[config.mk]
export PLATFORM = sky130hd
export DESIGN_NAME = asp_serial_port
export DESIGN_NICKNAME = d
export VERILOG_FILES = /design/src/rtl/asp_pkg.sv /design/src/rtl/asp_serial_port.sv
export SDC_FILE = /design/constraint.sdc
export NUM_CORES = 2
export LEC_CHECK = 0
export BUFFER_PORTS_ARGS = -buffer_cell sky130_fd_sc_hd__buf_2
export CAP_MARGIN = 20
export CORE_UTILIZATION = 25
export DETAILED_ROUTE_END_ITERATION = 10
export HOLD_SLACK_MARGIN = 0.08
export SLEW_MARGIN = 30
export SYNTH_ARGS = -nofsm -noshare
export SYNTH_HDL_FRONTEND = slang
export SYNTH_SLANG_ARGS = --single-unit
[constraint.sdc]
create_clock -name ref_clk_in -period 4.9 [get_ports ref_clk_in]
set_clock_uncertainty 0.2 [all_clocks]
set_input_delay 0.245 -clock ref_clk_in [delete_from_list [all_inputs] [get_ports ref_clk_in]]
set_output_delay 0.245 -clock ref_clk_in [all_outputs]
set_load 0.1 [all_outputs]
[src/rtl/asp_pkg.sv]
package asp_pkg;
  // register byte offsets
  localparam logic [7:0] ASP_OFS_CTRL   = 8'h00;
  localparam logic [7:0] ASP_OFS_SLOT   = 8'h04;
  localparam logic [7:0] ASP_OFS_WARN   = 8'h08;
  localparam logic [7:0] ASP_OFS_STAT   = 8'h0C;
  localparam logic [7:0] ASP_OFS_RXFIFO = 8'h10;
  localparam logic [7:0] ASP_OFS_TXFIFO = 8'h14;
  localparam logic [7:0] ASP_OFS_RXHOLD = 8'h20;
  localparam logic [7:0] ASP_OFS_TXHOLD = 8'h30;
  localparam logic [7:0] ASP_HOLD_MASK  = 8'hF3;
  // control register fields
  localparam int ASP_CTRL_EN     = 0;
  localparam int ASP_CTRL_MASTER = 1;
  localparam int ASP_CTRL_CLKSEL = 2;
  localparam int ASP_CTRL_WORD16 = 3;
  localparam int ASP_CTRL_SCS    = 4;
  localparam int ASP_CTRL_BCPRS  = 8;
  localparam int ASP_CTRL_FRAME_CLOCK_DIVIDER  = 16;
  // slot register fields
  localparam int ASP_SLOT_TX_SLOT_ASSIGN = 0;
  localparam int ASP_SLOT_RX_SLOT_ASSIGN = 4;
  localparam int ASP_SLOT_TXDS = 8;
  localparam int ASP_SLOT_RXDS = 12;
  // warning and status fields
  localparam int ASP_WARN_RX    = 0;
  localparam int ASP_WARN_TX    = 8;
  localparam int ASP_STAT_RXCNT = 0;
  localparam int ASP_STAT_TXCNT = 8;
  localparam int ASP_STAT_RXFUL = 16;
  localparam int ASP_STAT_TXFUL = 20;
  // widths and limits
  localparam int ASP_SLOTS     = 4;
  localparam int ASP_BCPRS_W   = 8;
  localparam int ASP_FRAME_CLOCK_DIVIDER_W   = 7;
  localparam int ASP_WORD_W    = 16;
  localparam int ASP_CNT_W     = 5;
  localparam logic [3:0] ASP_LAST_BIT_8  = 4'h7;
  localparam logic [3:0] ASP_LAST_BIT_16 = 4'hF;
  localparam logic [4:0] ASP_RST_WARN    = 5'h08;
  // selectable prescaler input clocks
  localparam int ASP_PRI_CLK_MHZ = 12;
  localparam int ASP_SEC_CLK_MHZ = 48;
endpackage

[src/rtl/asp_serial_port.sv]
// Chosen here: the APB slave port and the register offsets.
`timescale 1ns/1ps
`default_nettype none
// Operation
// - tx and rx share one shift clock and frame sync from one prescaler
// - normal mode: each frame sync rise starts a frame and its slot
// - only bits sampled after the frame sync are kept
// - normal mode: words go to rx fifo or rx holding zero
// - data pin driven only while word bits shift out
// - rx irq while rx fifo count exceeds warning limit; here only while an assigned rx slot uses the fifo
// - tx irq while tx fifo count at or below warning limit; here only while an assigned tx slot uses the fifo
// - rx dma request while rx holding zero is full
// - tx dma request while tx holding zero is empty
// - network mode: equal 8 or 16 bit slots after frame sync
// - at most four slots per frame, all assignable here
// - tx drives data only in assigned slots, else released
// - each tx slot sources fifo or its own holding register
// - rx stores only assigned slots, to fifo or own holding
// - rx dma slot writes only its holding register, requests when full
// - tx dma slot reads its holding register, requests when empty
// - sync network master: aux syncs at slot one and slot two
// - one master drives clock and sync; slaves take them as inputs
// - bit clock is selected input divided by prescaler plus one
// - prescaler input selectable: 12 MHz primary or 48 MHz secondary
// - tx changes on rising, rx samples on falling, msb first
// - frame length is bit clock divided by frame prescaler plus one
// - rx and tx fifos each hold 16 words
module asp_serial_port
  import asp_pkg::*;
#(
  parameter int FIFO_DEPTH = 16
) (
  input  wire logic        ref_clk_in,
  input  wire logic        reset_n_in,
  input  wire logic        psel_in,
  input  wire logic        penable_in,
  input  wire logic        pwrite_in,
  input  wire logic [31:0] paddr_in,
  input  wire logic [31:0] pwdata_in,
  output logic      [31:0] prdata_out,
  output logic             pready_out,
  output logic             pslverr_out,
  input  wire logic        clk_primary_in,
  input  wire logic        clk_secondary_in,
  input  wire logic        shift_clock_pin_in,
  output logic             shift_clock_pin_out,
  output logic             shift_clock_pin_oe_out,
  input  wire logic        tx_frame_sync_pin_in,
  output logic             tx_frame_sync_pin_out,
  output logic             tx_frame_sync_pin_oe_out,
  output logic             ser_tx_data_pin_out,
  output logic             ser_tx_data_pin_oe_out,
  input  wire logic        ser_rx_data_pin_in,
  output logic             rx_bit_clock_pin_out,
  output logic             rx_bit_clock_pin_oe_out,
  output logic             rx_frame_sync_pin_out,
  output logic             rx_frame_sync_pin_oe_out,
  output logic             rx_irq_out,
  output logic             tx_irq_out,
  output logic [3:0]       rx_dma_req_out,
  output logic [3:0]       tx_dma_req_out
);
  localparam int AW = $clog2(FIFO_DEPTH);
  localparam logic [ASP_CNT_W-1:0] DEPTH = ASP_CNT_W'(FIFO_DEPTH);

  typedef struct packed {
    logic                               en;
    logic                               master;
    logic                               clk_sel;
    logic                               word16;
    logic [1:0]                         slot_count_select;
    logic [ASP_BCPRS_W-1:0]             bit_clock_divider;
    logic [ASP_FRAME_CLOCK_DIVIDER_W-1:0]             frame_clock_divider;
    logic [3:0]                         tx_slot_assign;
    logic [3:0]                         rx_slot_assign;
    logic [3:0]                         tx_slotn_dma_sel;
    logic [3:0]                         rx_slotn_dma_sel;
    logic [ASP_CNT_W-1:0]               rx_warn;
    logic [ASP_CNT_W-1:0]               tx_warn;
    logic                               clk_prev;
    logic                               sck_prev;
    logic                               fs_prev;
    logic                               fs_seen;
    logic [ASP_BCPRS_W-1:0]             div_cnt;
    logic [ASP_FRAME_CLOCK_DIVIDER_W-1:0]             pos;
    logic [3:0]                         bit_cnt;
    logic [2:0]                         slot_cnt;
    logic                               in_frame;
    logic [ASP_WORD_W-1:0]              tx_shift_reg;
    logic [ASP_WORD_W-1:0]              tx_last;
    logic [ASP_WORD_W-1:0]              rx_shift_reg;
    logic [FIFO_DEPTH-1:0][ASP_WORD_W-1:0] rxf;
    logic [FIFO_DEPTH-1:0][ASP_WORD_W-1:0] txf;
    logic [AW-1:0]                      rx_wp;
    logic [AW-1:0]                      rx_rp;
    logic [AW-1:0]                      tx_wp;
    logic [AW-1:0]                      tx_rp;
    logic [ASP_CNT_W-1:0]               rx_cnt;
    logic [ASP_CNT_W-1:0]               tx_cnt;
    logic [3:0][ASP_WORD_W-1:0]         rx_dma_holding_n;
    logic [3:0][ASP_WORD_W-1:0]         tx_dma_holding_n;
    logic [3:0]                         rx_full;
    logic [3:0]                         tx_full;
    logic                               sck;
    logic                               sck_oe;
    logic                               fs_out;
    logic                               fs_oe;
    logic                               tx_oe;
    logic                               aux1;
    logic                               aux2;
    logic                               aux_oe;
    logic                               rx_irq;
    logic                               tx_irq;
    logic [3:0]                         rx_dreq;
    logic [3:0]                         tx_dreq;
    logic                               pready;
    logic                               pslverr;
    logic [31:0]                        prdata;
  } asp_state_t;

  asp_state_t s;
  asp_state_t n;

  logic                  sel_clk;
  logic                  in_rise;
  logic                  rise_ev;
  logic                  fall_ev;
  logic                  start;
  logic [3:0]            last_bit;
  logic [ASP_BCPRS_W-1:0] half;
  logic [ASP_WORD_W-1:0] word;
  logic [ASP_WORD_W-1:0] rx_word;
  logic [1:0]            sl;
  logic                  rx_push;
  logic                  rx_pop;
  logic                  tx_push;
  logic                  tx_pop;
  logic                  acc;
  logic [7:0]            ofs;

  always_comb begin
    n        = s;
    sel_clk  = s.clk_sel ? clk_secondary_in : clk_primary_in;
    in_rise  = sel_clk && !s.clk_prev;
    half     = ASP_BCPRS_W'((9'(s.bit_clock_divider) + 9'h001) >> 1);
    last_bit = s.word16 ? ASP_LAST_BIT_16 : ASP_LAST_BIT_8;
    start    = 1'b0;
    word     = '0;
    rx_word  = '0;
    sl       = s.slot_cnt[1:0];
    rx_push  = 1'b0;
    rx_pop   = 1'b0;
    tx_push  = 1'b0;
    tx_pop   = 1'b0;
    acc      = psel_in && penable_in && s.pready;
    ofs      = paddr_in[7:0];
    n.clk_prev = sel_clk;
    n.sck_prev = shift_clock_pin_in;
    // one edge pair for both paths
    if (s.master) begin
      rise_ev = in_rise && (s.div_cnt == '0);
      fall_ev = (s.bit_clock_divider == '0) ? (!sel_clk && s.clk_prev)
                                            : (in_rise && s.div_cnt == half);
    end else begin
      rise_ev = shift_clock_pin_in && !s.sck_prev;
      fall_ev = !shift_clock_pin_in && s.sck_prev;
    end
    if (in_rise) begin
      n.div_cnt = (s.div_cnt == s.bit_clock_divider) ? '0
                                                     : s.div_cnt + 1'b1;
    end
    if (!s.en) begin
      rise_ev = 1'b0;
      fall_ev = 1'b0;
      n.in_frame = 1'b0;
      n.tx_oe    = 1'b0;
      n.fs_out   = 1'b0;
      n.sck      = 1'b0;
      n.div_cnt  = '0;
      n.pos      = '0;
      n.fs_seen  = 1'b0;
    end
    if (rise_ev) begin
      n.sck     = 1'b1;
      n.fs_seen = 1'b0;
      if (s.master) begin
        n.pos = (s.pos == s.frame_clock_divider) ? '0 : s.pos + 1'b1;
        start = (n.pos == '0);
        n.fs_out = start;
      end else begin
        start = s.fs_seen;
      end
      // slot counter
      if (start) begin
        n.bit_cnt  = '0;
        n.slot_cnt = '0;
        n.in_frame = 1'b1;
      end else if (s.in_frame) begin
        if (s.bit_cnt == last_bit) begin
          n.bit_cnt = '0;
          if (s.slot_cnt[1:0] == s.slot_count_select) begin
            n.in_frame = 1'b0;
          end else begin
            n.slot_cnt = s.slot_cnt + 1'b1;
          end
        end else begin
          n.bit_cnt = s.bit_cnt + 1'b1;
        end
      end
      sl = n.slot_cnt[1:0];
      if (n.in_frame && s.tx_slot_assign[sl]) begin
        n.tx_oe = 1'b1;
        if (n.bit_cnt == '0) begin
          if (s.tx_slotn_dma_sel[sl]) begin
            word = s.tx_dma_holding_n[sl];
            n.tx_full[sl] = 1'b0;
          end else if (s.tx_cnt != '0) begin
            word = s.txf[s.tx_rp];
            tx_pop = 1'b1;
            n.tx_last = word; // fifo words only, dma slots keep their own
          end else begin
            word = s.tx_last; // underrun repeats the previous fifo word
          end
          n.tx_shift_reg = s.word16 ? word : {word[7:0], 8'h00};
        end else begin
          n.tx_shift_reg = {s.tx_shift_reg[ASP_WORD_W-2:0], 1'b0};
        end
      end else begin
        n.tx_oe = 1'b0;
      end
      // aux syncs mark slot one and two starts; their pins are enabled only for a network master
      n.aux1 = n.in_frame && n.slot_cnt == 3'h1 && n.bit_cnt == '0;
      n.aux2 = n.in_frame && n.slot_cnt == 3'h2 && n.bit_cnt == '0;
    end
    if (fall_ev) begin
      n.sck     = 1'b0;
      n.fs_prev = tx_frame_sync_pin_in;
      if (!s.master && tx_frame_sync_pin_in && !s.fs_prev) begin
        n.fs_seen = 1'b1;
      end
      if (s.in_frame && s.rx_slot_assign[sl]) begin
        n.rx_shift_reg = {s.rx_shift_reg[ASP_WORD_W-2:0],
                          ser_rx_data_pin_in};
        if (s.bit_cnt == last_bit) begin
          rx_word = s.word16 ? n.rx_shift_reg
                             : {8'h00, n.rx_shift_reg[7:0]};
          if (s.rx_slotn_dma_sel[sl]) begin
            n.rx_dma_holding_n[sl] = rx_word; // overwrite if still full
          end else if (s.rx_cnt != DEPTH) begin
            rx_push = 1'b1;
          end
        end
      end
    end
    // apb register access, read data taken in the setup phase, writes at the access edge
    if (psel_in && !penable_in) begin
      n.pready  = 1'b1;
      n.pslverr = 1'b0;
      n.prdata  = '0;
      case (ofs)
        ASP_OFS_CTRL: begin
          n.prdata[ASP_CTRL_EN]     = s.en;
          n.prdata[ASP_CTRL_MASTER] = s.master;
          n.prdata[ASP_CTRL_CLKSEL] = s.clk_sel;
          n.prdata[ASP_CTRL_WORD16] = s.word16;
          n.prdata[ASP_CTRL_SCS +: 2] = s.slot_count_select;
          n.prdata[ASP_CTRL_BCPRS +: ASP_BCPRS_W] = s.bit_clock_divider;
          n.prdata[ASP_CTRL_FRAME_CLOCK_DIVIDER +: ASP_FRAME_CLOCK_DIVIDER_W] = s.frame_clock_divider;
        end
        ASP_OFS_SLOT: begin
          n.prdata[ASP_SLOT_TX_SLOT_ASSIGN +: 4] = s.tx_slot_assign;
          n.prdata[ASP_SLOT_RX_SLOT_ASSIGN +: 4] = s.rx_slot_assign;
          n.prdata[ASP_SLOT_TXDS +: 4] = s.tx_slotn_dma_sel;
          n.prdata[ASP_SLOT_RXDS +: 4] = s.rx_slotn_dma_sel;
        end
        ASP_OFS_WARN: begin
          n.prdata[ASP_WARN_RX +: ASP_CNT_W] = s.rx_warn;
          n.prdata[ASP_WARN_TX +: ASP_CNT_W] = s.tx_warn;
        end
        ASP_OFS_STAT: begin
          n.prdata[ASP_STAT_RXCNT +: ASP_CNT_W] = s.rx_cnt;
          n.prdata[ASP_STAT_TXCNT +: ASP_CNT_W] = s.tx_cnt;
          n.prdata[ASP_STAT_RXFUL +: 4] = s.rx_full;
          n.prdata[ASP_STAT_TXFUL +: 4] = s.tx_full;
        end
        ASP_OFS_RXFIFO: n.prdata[ASP_WORD_W-1:0] = s.rxf[s.rx_rp];
        ASP_OFS_TXFIFO: n.prdata = '0;
        default: begin
          if ((ofs & ASP_HOLD_MASK) == ASP_OFS_RXHOLD) begin
            n.prdata[ASP_WORD_W-1:0] = s.rx_dma_holding_n[ofs[3:2]];
          end else if ((ofs & ASP_HOLD_MASK) == ASP_OFS_TXHOLD) begin
            n.prdata[ASP_WORD_W-1:0] = s.tx_dma_holding_n[ofs[3:2]];
          end else begin
            n.pslverr = 1'b1;
          end
        end
      endcase
    end else begin
      n.pready  = 1'b0;
      n.pslverr = 1'b0;
    end
    if (acc && pwrite_in) begin
      case (ofs)
        ASP_OFS_CTRL: begin
          n.en      = pwdata_in[ASP_CTRL_EN];
          n.master  = pwdata_in[ASP_CTRL_MASTER];
          n.clk_sel = pwdata_in[ASP_CTRL_CLKSEL];
          n.word16  = pwdata_in[ASP_CTRL_WORD16];
          n.slot_count_select   = pwdata_in[ASP_CTRL_SCS +: 2];
          n.bit_clock_divider   = pwdata_in[ASP_CTRL_BCPRS +: ASP_BCPRS_W];
          n.frame_clock_divider = pwdata_in[ASP_CTRL_FRAME_CLOCK_DIVIDER +: ASP_FRAME_CLOCK_DIVIDER_W];
        end
        ASP_OFS_SLOT: begin
          n.tx_slot_assign   = pwdata_in[ASP_SLOT_TX_SLOT_ASSIGN +: 4];
          n.rx_slot_assign   = pwdata_in[ASP_SLOT_RX_SLOT_ASSIGN +: 4];
          n.tx_slotn_dma_sel = pwdata_in[ASP_SLOT_TXDS +: 4];
          n.rx_slotn_dma_sel = pwdata_in[ASP_SLOT_RXDS +: 4];
        end
        ASP_OFS_WARN: begin
          n.rx_warn = pwdata_in[ASP_WARN_RX +: ASP_CNT_W];
          n.tx_warn = pwdata_in[ASP_WARN_TX +: ASP_CNT_W];
        end
        ASP_OFS_TXFIFO: tx_push = (s.tx_cnt != DEPTH);
        default: begin
          if ((ofs & ASP_HOLD_MASK) == ASP_OFS_TXHOLD) begin
            n.tx_dma_holding_n[ofs[3:2]] = pwdata_in[ASP_WORD_W-1:0];
            n.tx_full[ofs[3:2]] = 1'b1; // new word wins over a take
          end
        end
      endcase
    end
    if (acc && !pwrite_in) begin
      if (ofs == ASP_OFS_RXFIFO) begin
        rx_pop = (s.rx_cnt != '0);
      end else if ((ofs & ASP_HOLD_MASK) == ASP_OFS_RXHOLD) begin
        n.rx_full[ofs[3:2]] = 1'b0;
      end
    end
    // a word landing in the same cycle as the read keeps the flag set
    if (fall_ev && s.in_frame && s.rx_slot_assign[sl] &&
        s.bit_cnt == last_bit && s.rx_slotn_dma_sel[sl]) begin
      n.rx_full[sl] = 1'b1;
    end
    if (rx_push) begin
      n.rxf[s.rx_wp] = rx_word;
      n.rx_wp = s.rx_wp + 1'b1;
    end
    if (rx_pop) begin
      n.rx_rp = s.rx_rp + 1'b1;
    end
    if (tx_push) begin
      n.txf[s.tx_wp] = pwdata_in[ASP_WORD_W-1:0];
      n.tx_wp = s.tx_wp + 1'b1;
    end
    if (tx_pop) begin
      n.tx_rp = s.tx_rp + 1'b1;
    end
    n.rx_cnt = s.rx_cnt + ASP_CNT_W'(rx_push) - ASP_CNT_W'(rx_pop);
    n.tx_cnt = s.tx_cnt + ASP_CNT_W'(tx_push) - ASP_CNT_W'(tx_pop);
    // pin drivers and requests
    n.sck_oe = n.master && n.en;
    n.fs_oe  = n.master && n.en;
    n.aux_oe = n.master && n.en && n.slot_count_select != 2'h0;
    n.rx_irq = n.en && (~n.rx_slotn_dma_sel & n.rx_slot_assign) != '0 &&
               n.rx_cnt > n.rx_warn;
    n.tx_irq = n.en && (~n.tx_slotn_dma_sel & n.tx_slot_assign) != '0 &&
               n.tx_cnt <= n.tx_warn;
    n.rx_dreq = {4{n.en}} & n.rx_slotn_dma_sel & n.rx_full;
    n.tx_dreq = {4{n.en}} & n.tx_slotn_dma_sel & ~n.tx_full;
  end

  always_ff @(posedge ref_clk_in) begin
    if (!reset_n_in) begin
      s         <= '0;
      s.rx_warn <= ASP_RST_WARN;
      s.tx_warn <= ASP_RST_WARN;
    end else begin
      s <= n;
    end
  end

  assign prdata_out               = s.prdata;
  assign pready_out               = s.pready;
  assign pslverr_out              = s.pslverr;
  assign shift_clock_pin_out      = s.sck;
  assign shift_clock_pin_oe_out   = s.sck_oe;
  assign tx_frame_sync_pin_out    = s.fs_out;
  assign tx_frame_sync_pin_oe_out = s.fs_oe;
  assign ser_tx_data_pin_out      = s.tx_shift_reg[ASP_WORD_W-1];
  assign ser_tx_data_pin_oe_out   = s.tx_oe;
  assign rx_bit_clock_pin_out     = s.aux1;
  assign rx_bit_clock_pin_oe_out  = s.aux_oe;
  assign rx_frame_sync_pin_out    = s.aux2;
  assign rx_frame_sync_pin_oe_out = s.aux_oe;
  assign rx_irq_out               = s.rx_irq;
  assign tx_irq_out               = s.tx_irq;
  assign rx_dma_req_out           = s.rx_dreq;
  assign tx_dma_req_out           = s.tx_dreq;
endmodule
`default_nettype wire

==> out/metrics.cfg <==
[synth]
async_reset_ff_frac = 0
synthSimpleGateAreaFrac = 0.178
syn-instance-count = 4314
ys_seq_area_frac = 0.431
ys_types = 81
synth_mux_area_frac = 0.206
synth_top_family_by_area = multiplexers
ys.flop_type = dfxtp_1
synth_edf_count = 0
ys_warn_count = 0
synth_compound_area_frac = 0.111
synth-adder-area-share = 0.0136
synth_seq_cells = 838
netlist_area_um2 = 39000
synthXorXnorAreaFrac = 0.0106
syn_avg_cell_area_um2 = 9.03

[floorplanning]
dieWidth_um = 397
fp.coreArea_um2 = 154000
initial_utilization = 0.252
ios = 128
rows = 144
die_area_um2 = 157000
die_h_um = 397

[outcome]
status = finished, violations left
violations = design-rule violations, negative setup slack

[route]
drc = 38
vias_per_cell = 4.98
first_pass_iters = 11
initialDrtViolationCount = 3197
num_vias = 32000
wl_per_cell_um = 19.2
routed_wl_um = 123000
ant_nets = 0

[final_layout]
drive_gt1_frac = 0.162
layout.cells.most_common = nand2_1
area_growth_pct = 16.4
instances_no_fill = 6429
final_nets = 4426
stdcell_area_um2 = 45400
final_cell_mix = nand2_1 (1134), dfxtp_1 (828), a21oi_1 (442)

[clock_network]
path_clk_slew_ns = 0.06
cts_buffer_depth = 3
cts_root_buf = clkbuf_16
clk_latency_ns = 0.70
cts_inserted_buffers = 86
htreeDepth = 3
cts_tree = built
clock-sinks = 838

[grt]
grt_max_degree = 241
grt_pass1_vias = 30300
grt_overflow_total = 0
grt_use_total = 0.152
antenna_found_initial = 9
grt_pass1_wl_um = 187000

[setup_path]
cp_max_fo = 6
worst_path_most_repeated_cell = ha_4
cp_cell_sequence = ha_2, xor2_1, nor3b_2, nand4_1, buf_4, o21ai_2, buf_4, nor4b_1, or4_4, a311oi_4, nand2_4, ha_4, inv_2, ha_4, fa_2, ha_4, nor2b_4, o21a_1, o21ai_1, nand2b_1, a21oi_1, nor3_1
critPathTopFamily = adder cells
cpMaxStageDelayCell = fa_2
critPathBufInv = 3
start_kind = register
crit_type = reg -> reg
cp-end-kind = register
worstPathArrival_ns = 5.26
cpPeakStageDelay_ns = 0.56
cp.required_ns = 5.26

[pwr]
p_int_w = 0.0109
switching_share = 0.239
cellLeakagePower_nw = 17.3
pwr-share-seq = 0.477
p_switching_w = 0.00343
power_frac_clock = 0.484
p_comb_frac = 0.039
ir_drop_mv = 0.246
power.total_w = 0.0143
powerDensity_nw_per_um2 = 316

[sta]
drv_slew = 0
max_slew_margin = 0.311
rsz0062_at_grt = yes
finalHoldViolCount = 0
setup_tns_ns = -0.00133
period_share = 1.00
fin_crit_ns = 4.90
timing.hold.ws_ns = 0.147
fmax_mhz = 204
worst_pin_slew_ns = 1.03
finalSetupViolCount = 1
fin_ws_ns = -0.00133

[placed_design]
place_congestion = 0.896
place_inst = 6221
hpwl_um = 79500
io_buffers = 86
dpl-instance-area_um2 = 41700

[run]
drv.max_cap_violation_count = 0

[worst_hold_path]
hold_class = in -> reg

-- per-layer routing --
| metal | track usage | wire length (um) |
|---|---|---|
| met1 | 0.211 | 55900 |
| met2 | 0.240 | 56000 |
| met3 | 0.0253 | 8340 |
| met4 | 0.0437 | 2940 |
| met5 | 0 | 86 |
-- worst register-to-register path, cell delays in order (launching register included) --
cell and delay (ns):
dfxtp_1 0.31, ha_2 0.20, xor2_1 0.16, nor3b_2 0.20, nand4_1 0.23, buf_4 0.21, o21ai_2 0.21, buf_4 0.19
nor4b_1 0.05, or4_4 0.48, a311oi_4 0.35, nand2_4 0.09, ha_4 0.27, inv_2 0.03, ha_4 0.15, fa_2 0.56
ha_4 0.21, nor2b_4 0.12, o21a_1 0.17, o21ai_1 0.11, nand2b_1 0.07, a21oi_1 0.14, nor3_1 0.05
-- kinds of logic after synthesis --
kind of cell	count (synthesis)
DFF	838
adders and majority gates	41
and+or+nand+nor	1636
muxes	583
other	1
buffers and inverters	440
xor gates and xnor gates	47
AOI/OAI and AO/OA	728
-- flip-flops by register name, indices dropped and copies added (netlist names), 4 cells and up --
name and count:
prdata_out 24, rx_dma_req_out 4, s 794, tx_dma_req_out 4
-- path summary, 6_finish.rpt --
kind	start	end	slack, ns	cells past startpoint
min reg2reg	s[215]	s[215]	0.25	2
min	paddr_in[2]	s[56]	0.15	4
max reg2reg	s[782]	rx_irq_out	-0.001	22
max	s[782]	rx_irq_out	-0.001	22
-- layout make-up --
class	instances	area (um2)
diodes	2	5.00
inverters	48	190
flip-flops and latches	838	16800
repair buffers	294	2250
clock buffers	123	2530
clock inverters	37	470
multi-input cells	3043	20500
fillers	16000	109000
well taps	2044	2560
-- power groups by stage --
stage	registers [W]	logic [W]	clock network, W
after floorplan	0.00698	0.000356	0
after global placement	0.00698	0.000518	0
after detailed placement	0.00698	0.000523	0
after CTS	0.00683	0.000549	0.00707
after global routing	0.00683	0.000582	0.00732
final	0.00683	0.000556	0.00694
-- cells in the mapped netlist, types with 11 or more instances --
library cell / instances / area share
buf_2: 23 / 0.0030
nor2_1: 226 / 0.022
ha_1: 39 / 0.013
a211oi_1: 27 / 0.0052
clkbuf_1: 272 / 0.026
xor2_1: 25 / 0.0056
mux2i_1: 392 / 0.10
and2_1: 28 / 0.0045
a22oi_1: 17 / 0.0033
nand2_1: 1135 / 0.11
buf_4: 54 / 0.010
o21ai_0: 69 / 0.0089
dfxtp_1: 838 / 0.43
a221oi_1: 26 / 0.0058
buf_1: 32 / 0.0031
nor2b_1: 36 / 0.0058
nand3_1: 40 / 0.0051
a21oi_1: 444 / 0.057
o31ai_1: 16 / 0.0031
mux4_2: 172 / 0.099
inv_1: 47 / 0.0045
a22o_1: 11 / 0.0025
nand2b_1: 20 / 0.0032
a31o_2: 18 / 0.0040
mux2_2: 19 / 0.0055
nor3_1: 50 / 0.0064
nand4_1: 16 / 0.0026
o22ai_1: 28 / 0.0045
xnor2_1: 22 / 0.0049
or2_2: 12 / 0.0019
-- through the flow --
| step | setup slack (ns) | utilization |
|---|---|---|
| detailed placement | -0.0474 | 0.270 |
| finish | -0.00133 | 0.294 |
| global route | -0.149 | 0.294 |
| floorplan | -0.0702 | - |
| CTS | 0.0163 | 0.292 |
| global placement | -0.0499 | 0.270 |
-- repair_timing --
action | 4_1_cts | 5_1_grt
hold buffers | 37 | 0
endpoints found under the hold margin | 440 | 0
cloned | 0 | 1
resized for setup | 4 | 28
buffers inserted | 3 | 3
endpoints found under the setup margin | 2 | 2
pin swaps | 6 | 14
Note: power is estimated with default switching activity, not from simulation.
